<file path="config.mk">
export PLATFORM = sky130hd
export DESIGN_NAME = asd_address_space_decode
export DESIGN_NICKNAME = d
export VERILOG_FILES = /design/src/rtl/asd_pkg.sv /design/src/rtl/asd_address_space_decode.sv
export SDC_FILE = /design/constraint.sdc
export NUM_CORES = 1
export LEC_CHECK = 0
export BUFFER_PORTS_ARGS = -buffer_cell sky130_fd_sc_hd__buf_2
export CORE_MARGIN = 2
export CORE_UTILIZATION = 26
export CTS_BUF_LIST = sky130_fd_sc_hd__clkbuf_4
export DETAILED_ROUTE_END_ITERATION = 12
export GPL_TIMING_DRIVEN = 0
export SYNTH_ARGS = -nofsm -noshare
export SYNTH_HDL_FRONTEND = slang
export SYNTH_SLANG_ARGS = --single-unit
</file>
<file path="constraint.sdc">
create_clock -name clk_i -period 1.4 [get_ports clk_i]
set_input_delay 0.21 -clock clk_i [delete_from_list [all_inputs] [get_ports clk_i]]
set_output_delay 0.21 -clock clk_i [all_outputs]
set_load 0.02 [all_outputs]
</file>
<file path="src/rtl/asd_pkg.sv">
package asd_pkg;
   localparam int ADDR_W = 32;
   localparam int EXT_ADDR_W = 24;
   localparam int DATA_W = 32;
   localparam int NUM_BLOCKS = 4;
   localparam int BLOCK_LSB = 30;
   localparam logic [1:0] INT_IO_BLOCK = 2'h3;
   localparam int WAIT_W = 4;
   localparam logic [WAIT_W-1:0] WAIT_RESET = 4'h0;
   // Access size encoding
   typedef enum logic [1:0] {
      ASD_SZ_BYTE = 2'h0,
      ASD_SZ_HALF = 2'h1,
      ASD_SZ_WORD = 2'h2
   } asd_size_t;
   // Bus cycle type chosen per block
   typedef enum logic [1:0] {
      ASD_CYC_NORMAL = 2'h0,
      ASD_CYC_PAGE_ROM = 2'h1,
      ASD_CYC_DRAM = 2'h2
   } asd_cycle_t;
endpackage

</file>
<file path="src/rtl/asd_address_space_decode.sv">
// Overview of operation
// - Drive only low 24 address bits off chip
// - Separate memory and I/O spaces by access kind
// - Four 1G blocks, 16M visible in each
// - I/O block 3 decodes as internal I/O
// - Multi-byte data ordered little-endian
// - Byte, halfword and word access sizes
// - Per-block chip select, wait, cycle type
`timescale 1ns/1ps
`default_nettype none
module asd_address_space_decode (
   // Clock and reset
   input wire logic clk_i,
   input wire logic sys_rst_i,
   // Internal master request
   input wire logic req_i,
   input wire logic req_is_io_i,
   input wire logic req_write_i,
   input wire logic [1:0] req_size_i,
   input wire logic [31:0] req_addr_i,
   input wire logic [31:0] req_wdata_i,
   // Per-block configuration
   input wire logic [15:0] wait_cfg_i,
   input wire logic [7:0] cycle_cfg_i,
   // External bus
   output logic ext_valid_o,
   output logic [23:0] ext_addr_o,
   output logic ext_mem_o,
   output logic ext_io_o,
   output logic ext_write_o,
   output logic [3:0] ext_byte_en_o,
   output logic [31:0] ext_wdata_o,
   output logic [3:0] block_select_lines_o,
   output logic [3:0] wait_count_o,
   output logic [1:0] cycle_type_o,
   // Internal I/O space and size error
   output logic int_io_valid_o,
   output logic [29:0] int_io_addr_o,
   output logic size_err_o
);
   logic [1:0] blk;
   logic internal_io;
   logic size_ok;
   logic [3:0] next_be;
   logic [31:0] next_wdata;

   assign blk = req_addr_i[asd_pkg::BLOCK_LSB +: 2];
   assign internal_io = req_is_io_i && (blk == asd_pkg::INT_IO_BLOCK);

   // Lanes follow the low address bits; misaligned requests are refused
   always_comb begin
      next_be = 4'h0;
      next_wdata = req_wdata_i;
      size_ok = 1'b0;
      unique case (req_size_i)
         asd_pkg::ASD_SZ_BYTE: begin
            size_ok = 1'b1;
            next_be = 4'h1 << req_addr_i[1:0];
            next_wdata = {4{req_wdata_i[7:0]}};
         end
         asd_pkg::ASD_SZ_HALF: begin
            size_ok = ~req_addr_i[0];
            next_be = req_addr_i[1] ? 4'hc : 4'h3;
            next_wdata = {2{req_wdata_i[15:0]}};
         end
         asd_pkg::ASD_SZ_WORD: begin
            size_ok = (req_addr_i[1:0] == 2'h0);
            next_be = 4'hf;
         end
         default: begin
            size_ok = 1'b0;
         end
      endcase
   end

   always_ff @(posedge clk_i) begin
      if (sys_rst_i) begin
         ext_valid_o <= 1'b0;
         ext_mem_o <= 1'b0;
         ext_io_o <= 1'b0;
         ext_write_o <= 1'b0;
         ext_addr_o <= 24'h0;
         ext_byte_en_o <= 4'h0;
         ext_wdata_o <= 32'h0;
         block_select_lines_o <= 4'h0;
         wait_count_o <= asd_pkg::WAIT_RESET;
         cycle_type_o <= 2'h0;
      end else begin
         ext_valid_o <= req_i && size_ok && !internal_io;
         ext_mem_o <= req_i && size_ok && !req_is_io_i;
         ext_io_o <= req_i && size_ok && req_is_io_i && !internal_io;
         ext_write_o <= req_i && req_write_i;
         if (req_i) begin
            ext_addr_o <= req_addr_i[asd_pkg::EXT_ADDR_W-1:0];
            ext_byte_en_o <= next_be;
            ext_wdata_o <= next_wdata;
            wait_count_o <= wait_cfg_i[blk*4 +: 4];
            cycle_type_o <= cycle_cfg_i[blk*2 +: 2];
         end
         block_select_lines_o <= (req_i && size_ok && !internal_io) ?
                                 (4'h1 << blk) : 4'h0;
      end
   end

   always_ff @(posedge clk_i) begin
      if (sys_rst_i) begin
         int_io_valid_o <= 1'b0;
         int_io_addr_o <= 30'h0;
         size_err_o <= 1'b0;
      end else begin
         int_io_valid_o <= req_i && size_ok && internal_io;
         if (req_i) begin
            int_io_addr_o <= req_addr_i[29:0];
         end
         size_err_o <= req_i && !size_ok;
      end
   end
endmodule
`default_nettype wire

</file>
# Yosys cells after proc, flatten, opt, wreduce, memory -nomap -nowiden
# Index checks and enable logic that the tools add are counted.
[totals]
inputBits = 95
elab_cells = 41
register_bits = 106
out_inout_bits = 106
[op_classes]
muxes = 4
n_bitwise = 2
n_reduce_logical = 15
n_shift = 4
eq_ne = 3
[op_table]
columns = ["op", "count"]
rows = [
  ["$pmux W32 S2", 1],
  ["$shiftx A16 B5 Y4", 1],
  ["$pmux W4 S3", 1],
  ["$logic_and A1 B1 Y1", 9],
  ["$shiftx A8 B4 Y2", 1],
  ["$shl A1 B2 Y4 const A", 2],
  ["$eq A2 B2 Y1 const B", 2],
  ["$logic_not A2 Y1", 2],
  ["$mux W4", 1],
  ["$logic_not A1 Y1", 3],
  ["$pmux W1 S3", 1],
  ["$eq A2 B1 Y1 const B", 1],
  ["$not A1 Y1", 2],
  ["$reduce_or A2 Y1", 1],
]

# Longest topological paths before layout
# Gate-level depths: netlist (run 1).
[logic_depth]
ltp_word = 6
depth_mapped = 5
depth_no_buf = 3

# Worst setup path after synthesis (run 1)
# Ideal clock, no wire load.
[synth_path]
path_kind = "in2reg"
startpoint = "input port req_addr_i[30]"
endpoint = "register cycle_type_o[0]"
path_buffers = 1
setup_ns = 0.128
setup_slack_ns = 0.279
required_ns = 1.272
t_arrival_ns = 0.994
path_stages = 4
cell_sequence = "buf_6 > mux4_2 > mux2i_1 > nor2_1"
[synth_via]
elab_chain_cells = 1
[synth_lines]
columns = ["element", "line", "text"]
rows = [
  ["start: declaration", "asd_address_space_decode.sv:20", "input wire logic [31:0] req_addr_i,"],
  ["$shiftx A8 B4 Y2", "asd_address_space_decode.sv:98", "cycle_type_o <= cycle_cfg_i[blk*2 +: 2];"],
  ["end signal: assignment", "asd_address_space_decode.sv:98", ""],
  ["end: declaration", "asd_address_space_decode.sv:35", "output logic [1:0] cycle_type_o,"],
]
# No other way between the ends.
# A chain may end at the register's enable or synchronous reset.

==> impl_metrics.ini, run 1 <==
[sta]
slew_headroom = 0.619
finalHoldViolations = 0
fmax_mhz = 767
timing_max_transition_violations_final = 0
period_share = 0.931
setup-tns-final_ps = 0
rsz0062_at_grt = no
timing.clock.skew_ps = 0
setup-violations-final = 0
slew_of_the_pin_with_the_lowest_slew_margin_ps = 571
layout_min_cycle_time_ps = 1300

[global_route]
antenna_found_initial = 0
grt_util_all_layers = 0.152
globalRouteMet2Util = 0.268
grt_pass1_vias = 3433
grt_first_pass_wirelength_um = 17100
groute.layer.met1.usage = 0.171
busiest_layer = met2
grt.overflow.total = 0
grt.met3_usage = 0.0540
largest_net_degree_at_the_start_of_global_routing = 14

[power]
total_leakage_power_nw = 2.61
pwr_density_cell_nw_per_um2 = 972
power.ir.vdd_worst_mv = 0.428

[placement]
number_of_buffers_inserted_by_port_buffering = 198
routabilityCongestion = 0.758
dp.final_hpwl_um = 8730

[cts]
tritoncts = built
cts.htree.levels = 3
worst_skew_pair.late_latency_ps = 430
clkTransAtPathRegs_ps = 130
cts_num_sinks = 82
maximum_buffer_depth_of_the_clock_tree = 2
cts_inserted_buffers = 9
cts_setup_buffers = 0
clk_root_buffer_cell = sky130_fd_sc_hd__clkbuf_4

[critical_path]
worst_setup_path_end_kind = output port
crit_path_max_fanout = 3
timing.critical_path.cells = buf_4 > buf_2
worstPathRequired_ps = 1190
regToRegEndpoint = ext_wdata_o[26]$_SDFFE_PP0P_
start_kind = flop
worst-r2r-setup-slack_ps = 660
reg2reg_from = ext_wdata_o[26]$_SDFFE_PP0P_
slowest_cell_on_the_critical_path = sky130_fd_sc_hd__dfxtp_1
crit_path_max_incr_delay_ps = 380
timing.reg2reg.worst_path_depth = 2
timing.setup.critical_path_class = reg -> out
crit_arrival_ps = 1090

[layout]
post_route_cells_drive_above_1_share = 0.446
diodes = 0
fin_util = 0.393
finish.net_count = 697
layout.filler_cells = 1334
area.growth.synth_to_final_pct = 47.1

[yosys]
synth-seq-area-share = 0.462
synth_nets = 455
synth_area_leaders = sky130_fd_sc_hd__dfxtp_1 (46%), sky130_fd_sc_hd__mux2i_1 (15%), sky130_fd_sc_hd__nor2_1 (6.6%), sky130_fd_sc_hd__buf_4 (5.3%), sky130_fd_sc_hd__a211oi_1 (3.4%)
post_synth_inst_count = 360
postSynthRegisterBits = 82
cell_taking_the_most_area_after_synthesis = sky130_fd_sc_hd__dfxtp_1
synthDominantCellAreaShare = 0.462
post_synth.cell_area_avg_um2 = 9.86
synthesis.yosys.warnings = 0
netlist-cell-type-count = 31
synth.cell_area_um2 = 3550

[floorplan]
top_level_ports = 201
dieArea_um2 = 14600
floorplan.core_area_um2 = 13300
chipHeight_um = 121
die_w_um = 121
fp-row-count = 42
starting_utilization_of_the_core_area = 0.267

[detailed_routing]
vias_per_cell = 4.45
final_antenna_net_count = 0
drtIter0Drc = 151
residual_drc_count = 0
drt_pre_antenna_iters = 4
wl_per_cell_um = 14.5
vias = 3483
wl_um = 11400

[flow_run]
cap_viol_max_count = 0

[min_path]
holdPathEnd = ext_wdata_o[5]$_SDFFE_PP0P_
min_delay_path_depth = 3
hold_path.class = in -> reg
holdCritStartpoint = req_wdata_i[5]

[outcome]
status = finished, final reports clean
==> area by class of cell <==
cell class / instances / area, µm² / area share
inverters: 9 / 33.8 / 0.00647
multi-input cells: 216 / 1550 / 0.296
flip-flops and latches: 82 / 1650 / 0.315
well taps: 176 / 220 / 0.0422
plain buffers: 53 / 329 / 0.0630
repair buffers: 231 / 1320 / 0.253
clock inverters: 6 / 58.8 / 0.0113
clock buffers: 9 / 67.6 / 0.0129
==> report_power, final <==
| part | internal, mW | switching [mW] |
|---|---|---|
| clock | 0.522 | 0.801 |
| combinational | 0.532 | 0.664 |
| sequential | 2.48 | 0.0786 |
==> through the flow <==
stage | std cells | cell area, µm² | hold slack (ps) | setup WS [ps] | total power [mW]
after CTS | 782 | 5220 | 2.24 | 18.6 | 5.17
after detailed placement | 734 | 4760 | 414 | -110 | 3.74
after global routing | 782 | 5220 | 15.4 | 12.2 | 5.36
after floorplan | 360 | 3550 | 281 | 279 | 3.29
after global placement | 734 | 4760 | 410 | -65.6 | 3.72
final | 782 | 5220 | 50.7 | 96.8 | 5.08
==> metal layers <==
layer	vias to the layer above	routed length [µm]
li1	1719	-
met1	1611	4710
met2	143	5530
met3	10	1020
met4	0	102
met5	-	0
==> critical path, delay by kind of cell, from the launching register on <==
family	cells	cell delay, ps
buffers and inverters	2	280
DFF	1	380
==> what timing repair did <==
item / 4_1_cts / 5_1_grt
resized for setup: 0 / 3
endpoints found under the hold margin: 35 / 0
hold buffers: 33 / 0
endpoints found under the setup margin: 0 / 3
==> Yosys cell counts <==
| library cell | instances |
|---|---|
| sky130_fd_sc_hd__nand2_1 | 9 |
| sky130_fd_sc_hd__o21a_1 | 1 |
| sky130_fd_sc_hd__o21ai_1 | 3 |
| sky130_fd_sc_hd__nand2b_1 | 6 |
| sky130_fd_sc_hd__o32ai_1 | 8 |
| sky130_fd_sc_hd__nor2_4 | 1 |
| sky130_fd_sc_hd__a311oi_1 | 9 |
| sky130_fd_sc_hd__nor2_1 | 62 |
| sky130_fd_sc_hd__nor4_1 | 1 |
| sky130_fd_sc_hd__buf_4 | 25 |
| sky130_fd_sc_hd__dfxtp_1 | 82 |
| sky130_fd_sc_hd__buf_1 | 1 |
| sky130_fd_sc_hd__o22ai_1 | 4 |
| sky130_fd_sc_hd__buf_2 | 17 |
| sky130_fd_sc_hd__mux2i_1 | 52 |
| sky130_fd_sc_hd__and2_1 | 2 |
| sky130_fd_sc_hd__buf_6 | 2 |
| sky130_fd_sc_hd__nor4b_2 | 3 |
| sky130_fd_sc_hd__nand3_1 | 1 |
| sky130_fd_sc_hd__a21oi_1 | 4 |
| sky130_fd_sc_hd__or2_2 | 1 |
| sky130_fd_sc_hd__mux4_2 | 5 |
| sky130_fd_sc_hd__a211oi_1 | 16 |
| sky130_fd_sc_hd__clkbuf_1 | 8 |
| sky130_fd_sc_hd__nor4_2 | 1 |
| sky130_fd_sc_hd__inv_1 | 9 |
| sky130_fd_sc_hd__mux4_1 | 1 |
| sky130_fd_sc_hd__nor3_1 | 1 |
| sky130_fd_sc_hd__o22a_1 | 1 |
| sky130_fd_sc_hd__nor2b_1 | 11 |
| sky130_fd_sc_hd__o21ai_0 | 13 |
==> flip-flops by register name (all words and copies together), names as in the netlist <==
register,cells
block_select_lines_o,4
int_io_valid_o,1
ext_valid_o,1
ext_mem_o,1
ext_byte_en_o,4
ext_wdata_o,32
cycle_type_o,2
ext_io_o,1
wait_count_o,4
ext_addr_o,23
ext_write_o,1
size_err_o,1
int_io_addr_o,7
==> cell families (layout without fill, tap and decap cells) <==
family	count (synthesis)	after routing	synth area share
buffers and inverters	62	308	0.102
muxes	58	58	0.186
and+or+nand+nor	99	99	0.134
DFF	82	82	0.462
AOI/OAI and AO/OA	59	59	0.116
==> placed cells by master (no fill, tap or decap), types with 9 or more instances in the layout <==
cell type / count
sky130_fd_sc_hd__buf_2: 215
sky130_fd_sc_hd__o21ai_0: 13
sky130_fd_sc_hd__nor2b_1: 11
sky130_fd_sc_hd__nand2_1: 9
sky130_fd_sc_hd__dfxtp_1: 79
sky130_fd_sc_hd__inv_1: 9
sky130_fd_sc_hd__nor2_1: 62
sky130_fd_sc_hd__a311oi_1: 9
sky130_fd_sc_hd__clkbuf_4: 9
sky130_fd_sc_hd__a211oi_1: 16
sky130_fd_sc_hd__mux2i_1: 52
sky130_fd_sc_hd__dlygate4sd3_1: 33
sky130_fd_sc_hd__buf_4: 25
==> worst max-delay path by stage <==
stage	startpoint	end	slack, ps
final	ext_addr_o[7]$_SDFFE_PP0P_	int_io_addr_o[7]	100
after global routing	ext_addr_o[14]$_SDFFE_PP0P_	int_io_addr_o[14]	10
after CTS	ext_addr_o[15]$_SDFFE_PP0P_	int_io_addr_o[15]	20
after detailed placement	req_i	ext_wdata_o[28]$_SDFFE_PP0P_	-110
after global placement	req_i	ext_wdata_o[9]$_SDFFE_PP0P_	-70
after floorplan	req_addr_i[30]	cycle_type_o[0]$_SDFFE_PP0P_	280
(Power assumes the default switching activity.)
==> run 2, diff against run 1 <==
--- a/config.mk
+++ b/config.mk
@@ -5,11 +5,11 @@
 export SDC_FILE = /design/constraint.sdc
 export NUM_CORES = 1
 export LEC_CHECK = 0
-export BUFFER_PORTS_ARGS = -buffer_cell sky130_fd_sc_hd__buf_2
 export CORE_MARGIN = 2
 export CORE_UTILIZATION = 26
 export CTS_BUF_LIST = sky130_fd_sc_hd__clkbuf_4
 export DETAILED_ROUTE_END_ITERATION = 12
+export DONT_BUFFER_PORTS = 1
 export GPL_TIMING_DRIVEN = 0
 export SYNTH_ARGS = -nofsm -noshare
 export SYNTH_HDL_FRONTEND = slang
==> impl_metrics.ini, run 2 (synthesis results as in run 1) <==
[critical_path]
crit_path_max_fanout = 3
timing.setup.critical_path_class = reg -> out
timing.critical_path.cells = buf_4
cp.buffers_inverters = 1
worst_setup_path_end_kind = output port
start_kind = flop
cp_top_family = flip-flops
crit_arrival_ps = 1050
slowest_cell_on_the_critical_path = sky130_fd_sc_hd__dfxtp_2
worstPathRequired_ps = 1190
crit_path_max_incr_delay_ps = 430

[detailed_routing]
wl_um = 11300
drtIter0Drc = 148
drt_pre_antenna_iters = 4
final_antenna_net_count = 0
wl_per_cell_um = 18.2
vias = 2948
residual_drc_count = 0
vias_per_cell = 4.76

[layout]
finish.cell_count_without_fillers = 619
area.growth.synth_to_final_pct = 29.2
layout_commonest_cell = sky130_fd_sc_hd__dlygate4sd3_1
largest_register_ffs = 32
final_area_um2 = 4590
layout.cells.most_common_list = sky130_fd_sc_hd__dlygate4sd3_1 (65), sky130_fd_sc_hd__nor2_1 (62), sky130_fd_sc_hd__dfxtp_1 (58)
layout.filler_cells = 1319
registers.top_by_ff_count = ext_wdata_o
multi_input_area_um2 = 1550
fin_util = 0.345
largest_registers = ext_wdata_o x32, ext_addr_o x23, int_io_addr_o x7
finish.net_count = 531
final-seq-area_um2 = 1670
post_route_cells_drive_above_1_share = 0.215

[global_route]
grt.overflow.total = 0
groute.layer.met1.usage = 0.164
grt_first_pass_wirelength_um = 16600
grt_pass1_vias = 3024
busiest_layer = met2
globalRouteMet2Util = 0.271
grt.met3_usage = 0.0611
grt_util_all_layers = 0.152
antenna_found_initial = 1
largest_net_degree_at_the_start_of_global_routing = 14

[power]
power_frac_clock = 0.275
post-layout-total-power_mw = 4.92
power_switching_mw = 1.49
internal_power_mw = 3.43
power.ir.vdd_worst_mv = 0.454
pwr_density_cell_nw_per_um2 = 1070
switching_share = 0.304
share_comb_of_total_power = 0.160
total_leakage_power_nw = 1.87
p_seq_frac = 0.564

[placement]
number_of_buffers_inserted_by_port_buffering = 0
dp.final_hpwl_um = 8040
place.detailed.instances = 536
routabilityCongestion = 0.758
detailed_place.area_um2 = 3770

[floorplan]
chipHeight_um = 121
die_w_um = 121
fp-row-count = 42
floorplan.core_area_um2 = 13300
dieArea_um2 = 14600
top_level_ports = 201
starting_utilization_of_the_core_area = 0.267

[cts]
cts_num_sinks = 82
tritoncts = built
clkTransAtPathRegs_ps = 120
cts.htree.levels = 3
cts_inserted_buffers = 9
worst_skew_pair.late_latency_ps = 430
cts_setup_buffers = 0
clk_root_buffer_cell = sky130_fd_sc_hd__clkbuf_4
maximum_buffer_depth_of_the_clock_tree = 2

[sta]
timing.clock.skew_ps = 0
period_share = 0.902
rsz0062_at_grt = no
timing_max_transition_violations_final = 0
fmax_mhz = 792
setup-violations-final = 0
layout_min_cycle_time_ps = 1260
slew_headroom = 0.612
whs_ps = 38.4
slew_of_the_pin_with_the_lowest_slew_margin_ps = 583
finalHoldViolations = 0

[flow_run]
cap_viol_max_count = 0

[min_path]
hold_path.class = in -> reg

[outcome]
status = finished, final reports clean
-- run 2: final timing paths --
kind | from | end | slack (ps) | cells after the start
worst min-delay path | req_addr_i[30] | block_select_lines_o[2]$_SDFF_PP0_ | 40 | 2
worst min register to register | ext_addr_o[11]$_SDFFE_PP0P_ | ext_addr_o[11]$_SDFFE_PP0P_ | 590 | 2
worst max-delay path | ext_addr_o[6]$_SDFFE_PP0P_ | int_io_addr_o[6] | 140 | 1
worst max register to register | ext_wdata_o[13]$_SDFFE_PP0P_ | ext_wdata_o[13]$_SDFFE_PP0P_ | 460 | 2
-- run 2: worst reg2reg max path, cell delays in order (launching register included) --
cell	delay (ps)
sky130_fd_sc_hd__dfxtp_1	500
sky130_fd_sc_hd__nor2_1	70
sky130_fd_sc_hd__a311oi_1	280
-- run 2: area by class of cell --
class,count,share of cell area
inverters,9,0.00736
well taps,176,0.0480
flip-flops and latches,82,0.364
multi-input cells,216,0.337
plain buffers,53,0.0717
repair buffers,65,0.142
clock buffers,10,0.0164
clock inverters,6,0.0125
diodes,2,0.00109
-- run 2: layer usage --
layer	up-vias	share of wire
met5	-	0
li1	1390	-
met4	0	0.011
met1	1389	0.39
met3	11	0.094
met2	158	0.51
-- run 2: metrics by stage --
| stage | setup slack (ps) | setup TNS (ps) |
|---|---|---|
| floorplan | 279 | 0 |
| global placement | -75.2 | -1160 |
| detailed placement | -116 | -1990 |
| CTS | 1.81 | 0 |
| global route | 48.2 | 0 |
| finish | 137 | 0 |
-- run 2: power groups by stage --
stage                     clock network (mW)  registers [mW]  logic, mW
after floorplan                            0            2.78      0.510
after global placement                     0            2.82      0.609
after detailed placement                   0            2.82      0.627
after CTS                               1.44            2.78      0.790
after global routing                    1.52            2.80      0.866
final                                   1.36            2.78      0.788
-- run 2: what timing repair did --
item,4_1_cts,5_1_grt
endpoints found under the hold margin,69,0
setup endpoints to repair,15,9
hold buffers,65,0
pin swaps,0,0
gates resized for setup,15,9
==> run 3, diff against run 2 <==
--- a/config.mk
+++ b/config.mk
@@ -11,6 +11,7 @@
 export DETAILED_ROUTE_END_ITERATION = 12
 export DONT_BUFFER_PORTS = 1
 export GPL_TIMING_DRIVEN = 0
+export REMOVE_ABC_BUFFERS = 1
 export SYNTH_ARGS = -nofsm -noshare
 export SYNTH_HDL_FRONTEND = slang
 export SYNTH_SLANG_ARGS = --single-unit
==> impl_metrics.ini, run 3 (synthesis results as in run 1) <==
[layout]
finish.net_count = 489
area.growth.synth_to_final_pct = 22.7
largest_register_ffs = 32
largest_registers = ext_wdata_o x32, ext_addr_o x23, int_io_addr_o x7
layout.filler_cells = 1334
registers.top_by_ff_count = ext_wdata_o
layout_commonest_cell = sky130_fd_sc_hd__dlygate4sd3_1
post_route_cells_drive_above_1_share = 0.0934
layout.cells.most_common_list = sky130_fd_sc_hd__dlygate4sd3_1 (75), sky130_fd_sc_hd__dfxtp_1 (70), sky130_fd_sc_hd__nor2_1 (62)
diodes = 0
multi_input_area_um2 = 1550
final-seq-area_um2 = 1660

[floorplan]
starting_utilization_of_the_core_area = 0.267
die_w_um = 121
floorplan.core_area_um2 = 13300
top_level_ports = 201
dieArea_um2 = 14600
fp-row-count = 42
chipHeight_um = 121

[detailed_routing]
vias_per_cell = 4.88
vias = 2794
final_antenna_net_count = 0
drt_pre_antenna_iters = 4
wl_per_cell_um = 18.2
residual_drc_count = 0
drtIter0Drc = 94
wl_um = 10400

[cts]
clk_root_buffer_cell = sky130_fd_sc_hd__clkbuf_4
cts.htree.levels = 3
tritoncts = built
maximum_buffer_depth_of_the_clock_tree = 2
clkTransAtPathRegs_ps = 130
cts.hold.buffers_added = 76
worst_skew_pair.late_latency_ps = 450
cts_num_sinks = 82
cts_inserted_buffers = 9

[placement]
routabilityCongestion = 0.673
dp.final_hpwl_um = 5950
number_of_buffers_inserted_by_port_buffering = 0
worst_slack_after_detailed_placement_ps = -276

[global_route]
grt_pass1_vias = 2893
grt_first_pass_wirelength_um = 15600
largest_net_degree_at_the_start_of_global_routing = 91
grt.overflow.total = 0
antenna_found_initial = 1
grt_util_all_layers = 0.141

[critical_path]
crit_path_max_incr_delay_ps = 610
timing.critical_path.cells = nor2b_1 > dlygate4sd3_1 > a21oi_2 > dlygate4sd3_1 > o22ai_1
worst_setup_path_end_kind = flop
slowest_cell_on_the_critical_path = sky130_fd_sc_hd__dlygate4sd3_1
regToRegEndpoint = cycle_type_o[1]$_SDFFE_PP0P_
crit_arrival_ps = 1720
crit_path_max_fanout = 31
timing.reg2reg.worst_path_depth = 3
cp.buffers_inverters = 2
worst-r2r-setup-slack_ps = 40
start_kind = input port
timing.setup.critical_path_class = in -> reg
cp_common_cell = sky130_fd_sc_hd__dlygate4sd3_1
reg2reg_from = cycle_type_o[1]$_SDFFE_PP0P_
worstPathRequired_ps = 1740
cp_top_family = buffers and inverters

[outcome]
status = finished with violations
violations = negative hold slack

[min_path]
holdPathEnd = ext_wdata_o[11]$_SDFFE_PP0P_
holdCritStartpoint = req_i
hold_path.class = in -> reg
min_delay_path_depth = 1

[power]
share_comb_of_total_power = 0.122
switching_share = 0.291
power_frac_clock = 0.281
pwr_density_cell_nw_per_um2 = 1080
internal_power_mw = 3.35
post-layout-total-power_mw = 4.72
total_leakage_power_nw = 1.70
power_switching_mw = 1.37
power.ir.vdd_worst_mv = 0.431
p_seq_frac = 0.597

[sta]
finalWorstSetupSlack_ps = 19.7
slew_headroom = 0.341
rsz0062_at_grt = no
whs_ps = -125
layout_min_cycle_time_ps = 1380
timing_max_transition_violations_final = 0
period_share = 0.986
setup-tns-final_ps = 0
setup-violations-final = 0
finalHoldViolations = 34
timing.clock.skew_ps = 0
fmax_mhz = 725
slew_of_the_pin_with_the_lowest_slew_margin_ps = 986

[flow_run]
cap_viol_max_count = 0
run 3: changes by cell type in the layout (fill, tap and decap cells not counted), moves of 2 or more:
cell	change
sky130_fd_sc_hd__buf_2	-17
sky130_fd_sc_hd__dfxtp_2	-13
sky130_fd_sc_hd__clkbuf_1	-8
sky130_fd_sc_hd__clkinv_2	-3
sky130_fd_sc_hd__dlygate4sd3_1	+10
sky130_fd_sc_hd__dfxtp_1	+12
sky130_fd_sc_hd__diode_2	-2
sky130_fd_sc_hd__buf_6	-2
sky130_fd_sc_hd__buf_4	-25
run 3: per-layer routing:
metal  vias to the layer above  track usage  share of wire
li1                       1293            -              -
met1                      1361        0.161           0.40
met2                       116        0.236           0.50
met3                        22       0.0493          0.075
met4                         2       0.0676          0.022
met5                         -            0         0.0015
run 3: worst max path at each step:
stage / slack, ps / startpoint / endpoint / cells after the start
CTS: 20 / ext_wdata_o[13]$_SDFFE_PP0P_ / ext_wdata_o[13]$_SDFFE_PP0P_ / 3
global placement: -180 / req_i / ext_wdata_o[28]$_SDFFE_PP0P_ / 3
finish: 20 / req_size_i[1] / ext_byte_en_o[2]$_SDFFE_PP0P_ / 5
floorplan: 390 / req_addr_i[30] / cycle_type_o[1]$_SDFFE_PP0P_ / 3
detailed placement: -280 / req_i / ext_wdata_o[31]$_SDFFE_PP0P_ / 3
global route: 8 / wait_count_o[0]$_SDFFE_PP0P_ / wait_count_o[0]$_SDFFE_PP0P_ / 3
run 3: layout make-up:
class	count	area share
flip-flops and latches	82	0.381
multi-input cells	216	0.356
repair buffers	76	0.179
well taps	176	0.0506
clock buffers	9	0.0155
clock inverters	4	0.0106
inverters	9	0.00776
run 3: worst reg2reg max path, delay by kind of cell (launching register included):
| kind | cells | cell delay [ps] |
|---|---|---|
| AND/OR/NAND/NOR | 1 | 130 |
| buffers and inverters | 1 | 570 |
| flip-flops | 1 | 480 |
| multiplexers | 1 | 120 |
run 3: repair_timing:
action                                 CTS  global route
gates resized for setup                  0            14
setup endpoints to repair                0            13
endpoints found under the hold margin   81            39
buffers inserted                         0             0
run 3: power groups by stage:
stage	combinational (mW)	sequential, mW	clock (mW)
floorplan	0.287	2.83	0
global placement	0.318	2.87	0
detailed placement	0.334	2.87	0
CTS	0.570	2.82	1.40
global route	0.637	2.84	1.48
finish	0.577	2.82	1.33
run 3: metrics by stage:
stage	cell area (µm²)	util	cells	hold WS (ps)
after CTS	4330	0.326	572	-203
after global routing	4360	0.328	572	-192
final	4360	0.328	572	-125
after detailed placement	3440	0.259	483	286
after floorplan	3220	-	307	281
after global placement	3440	0.259	483	285
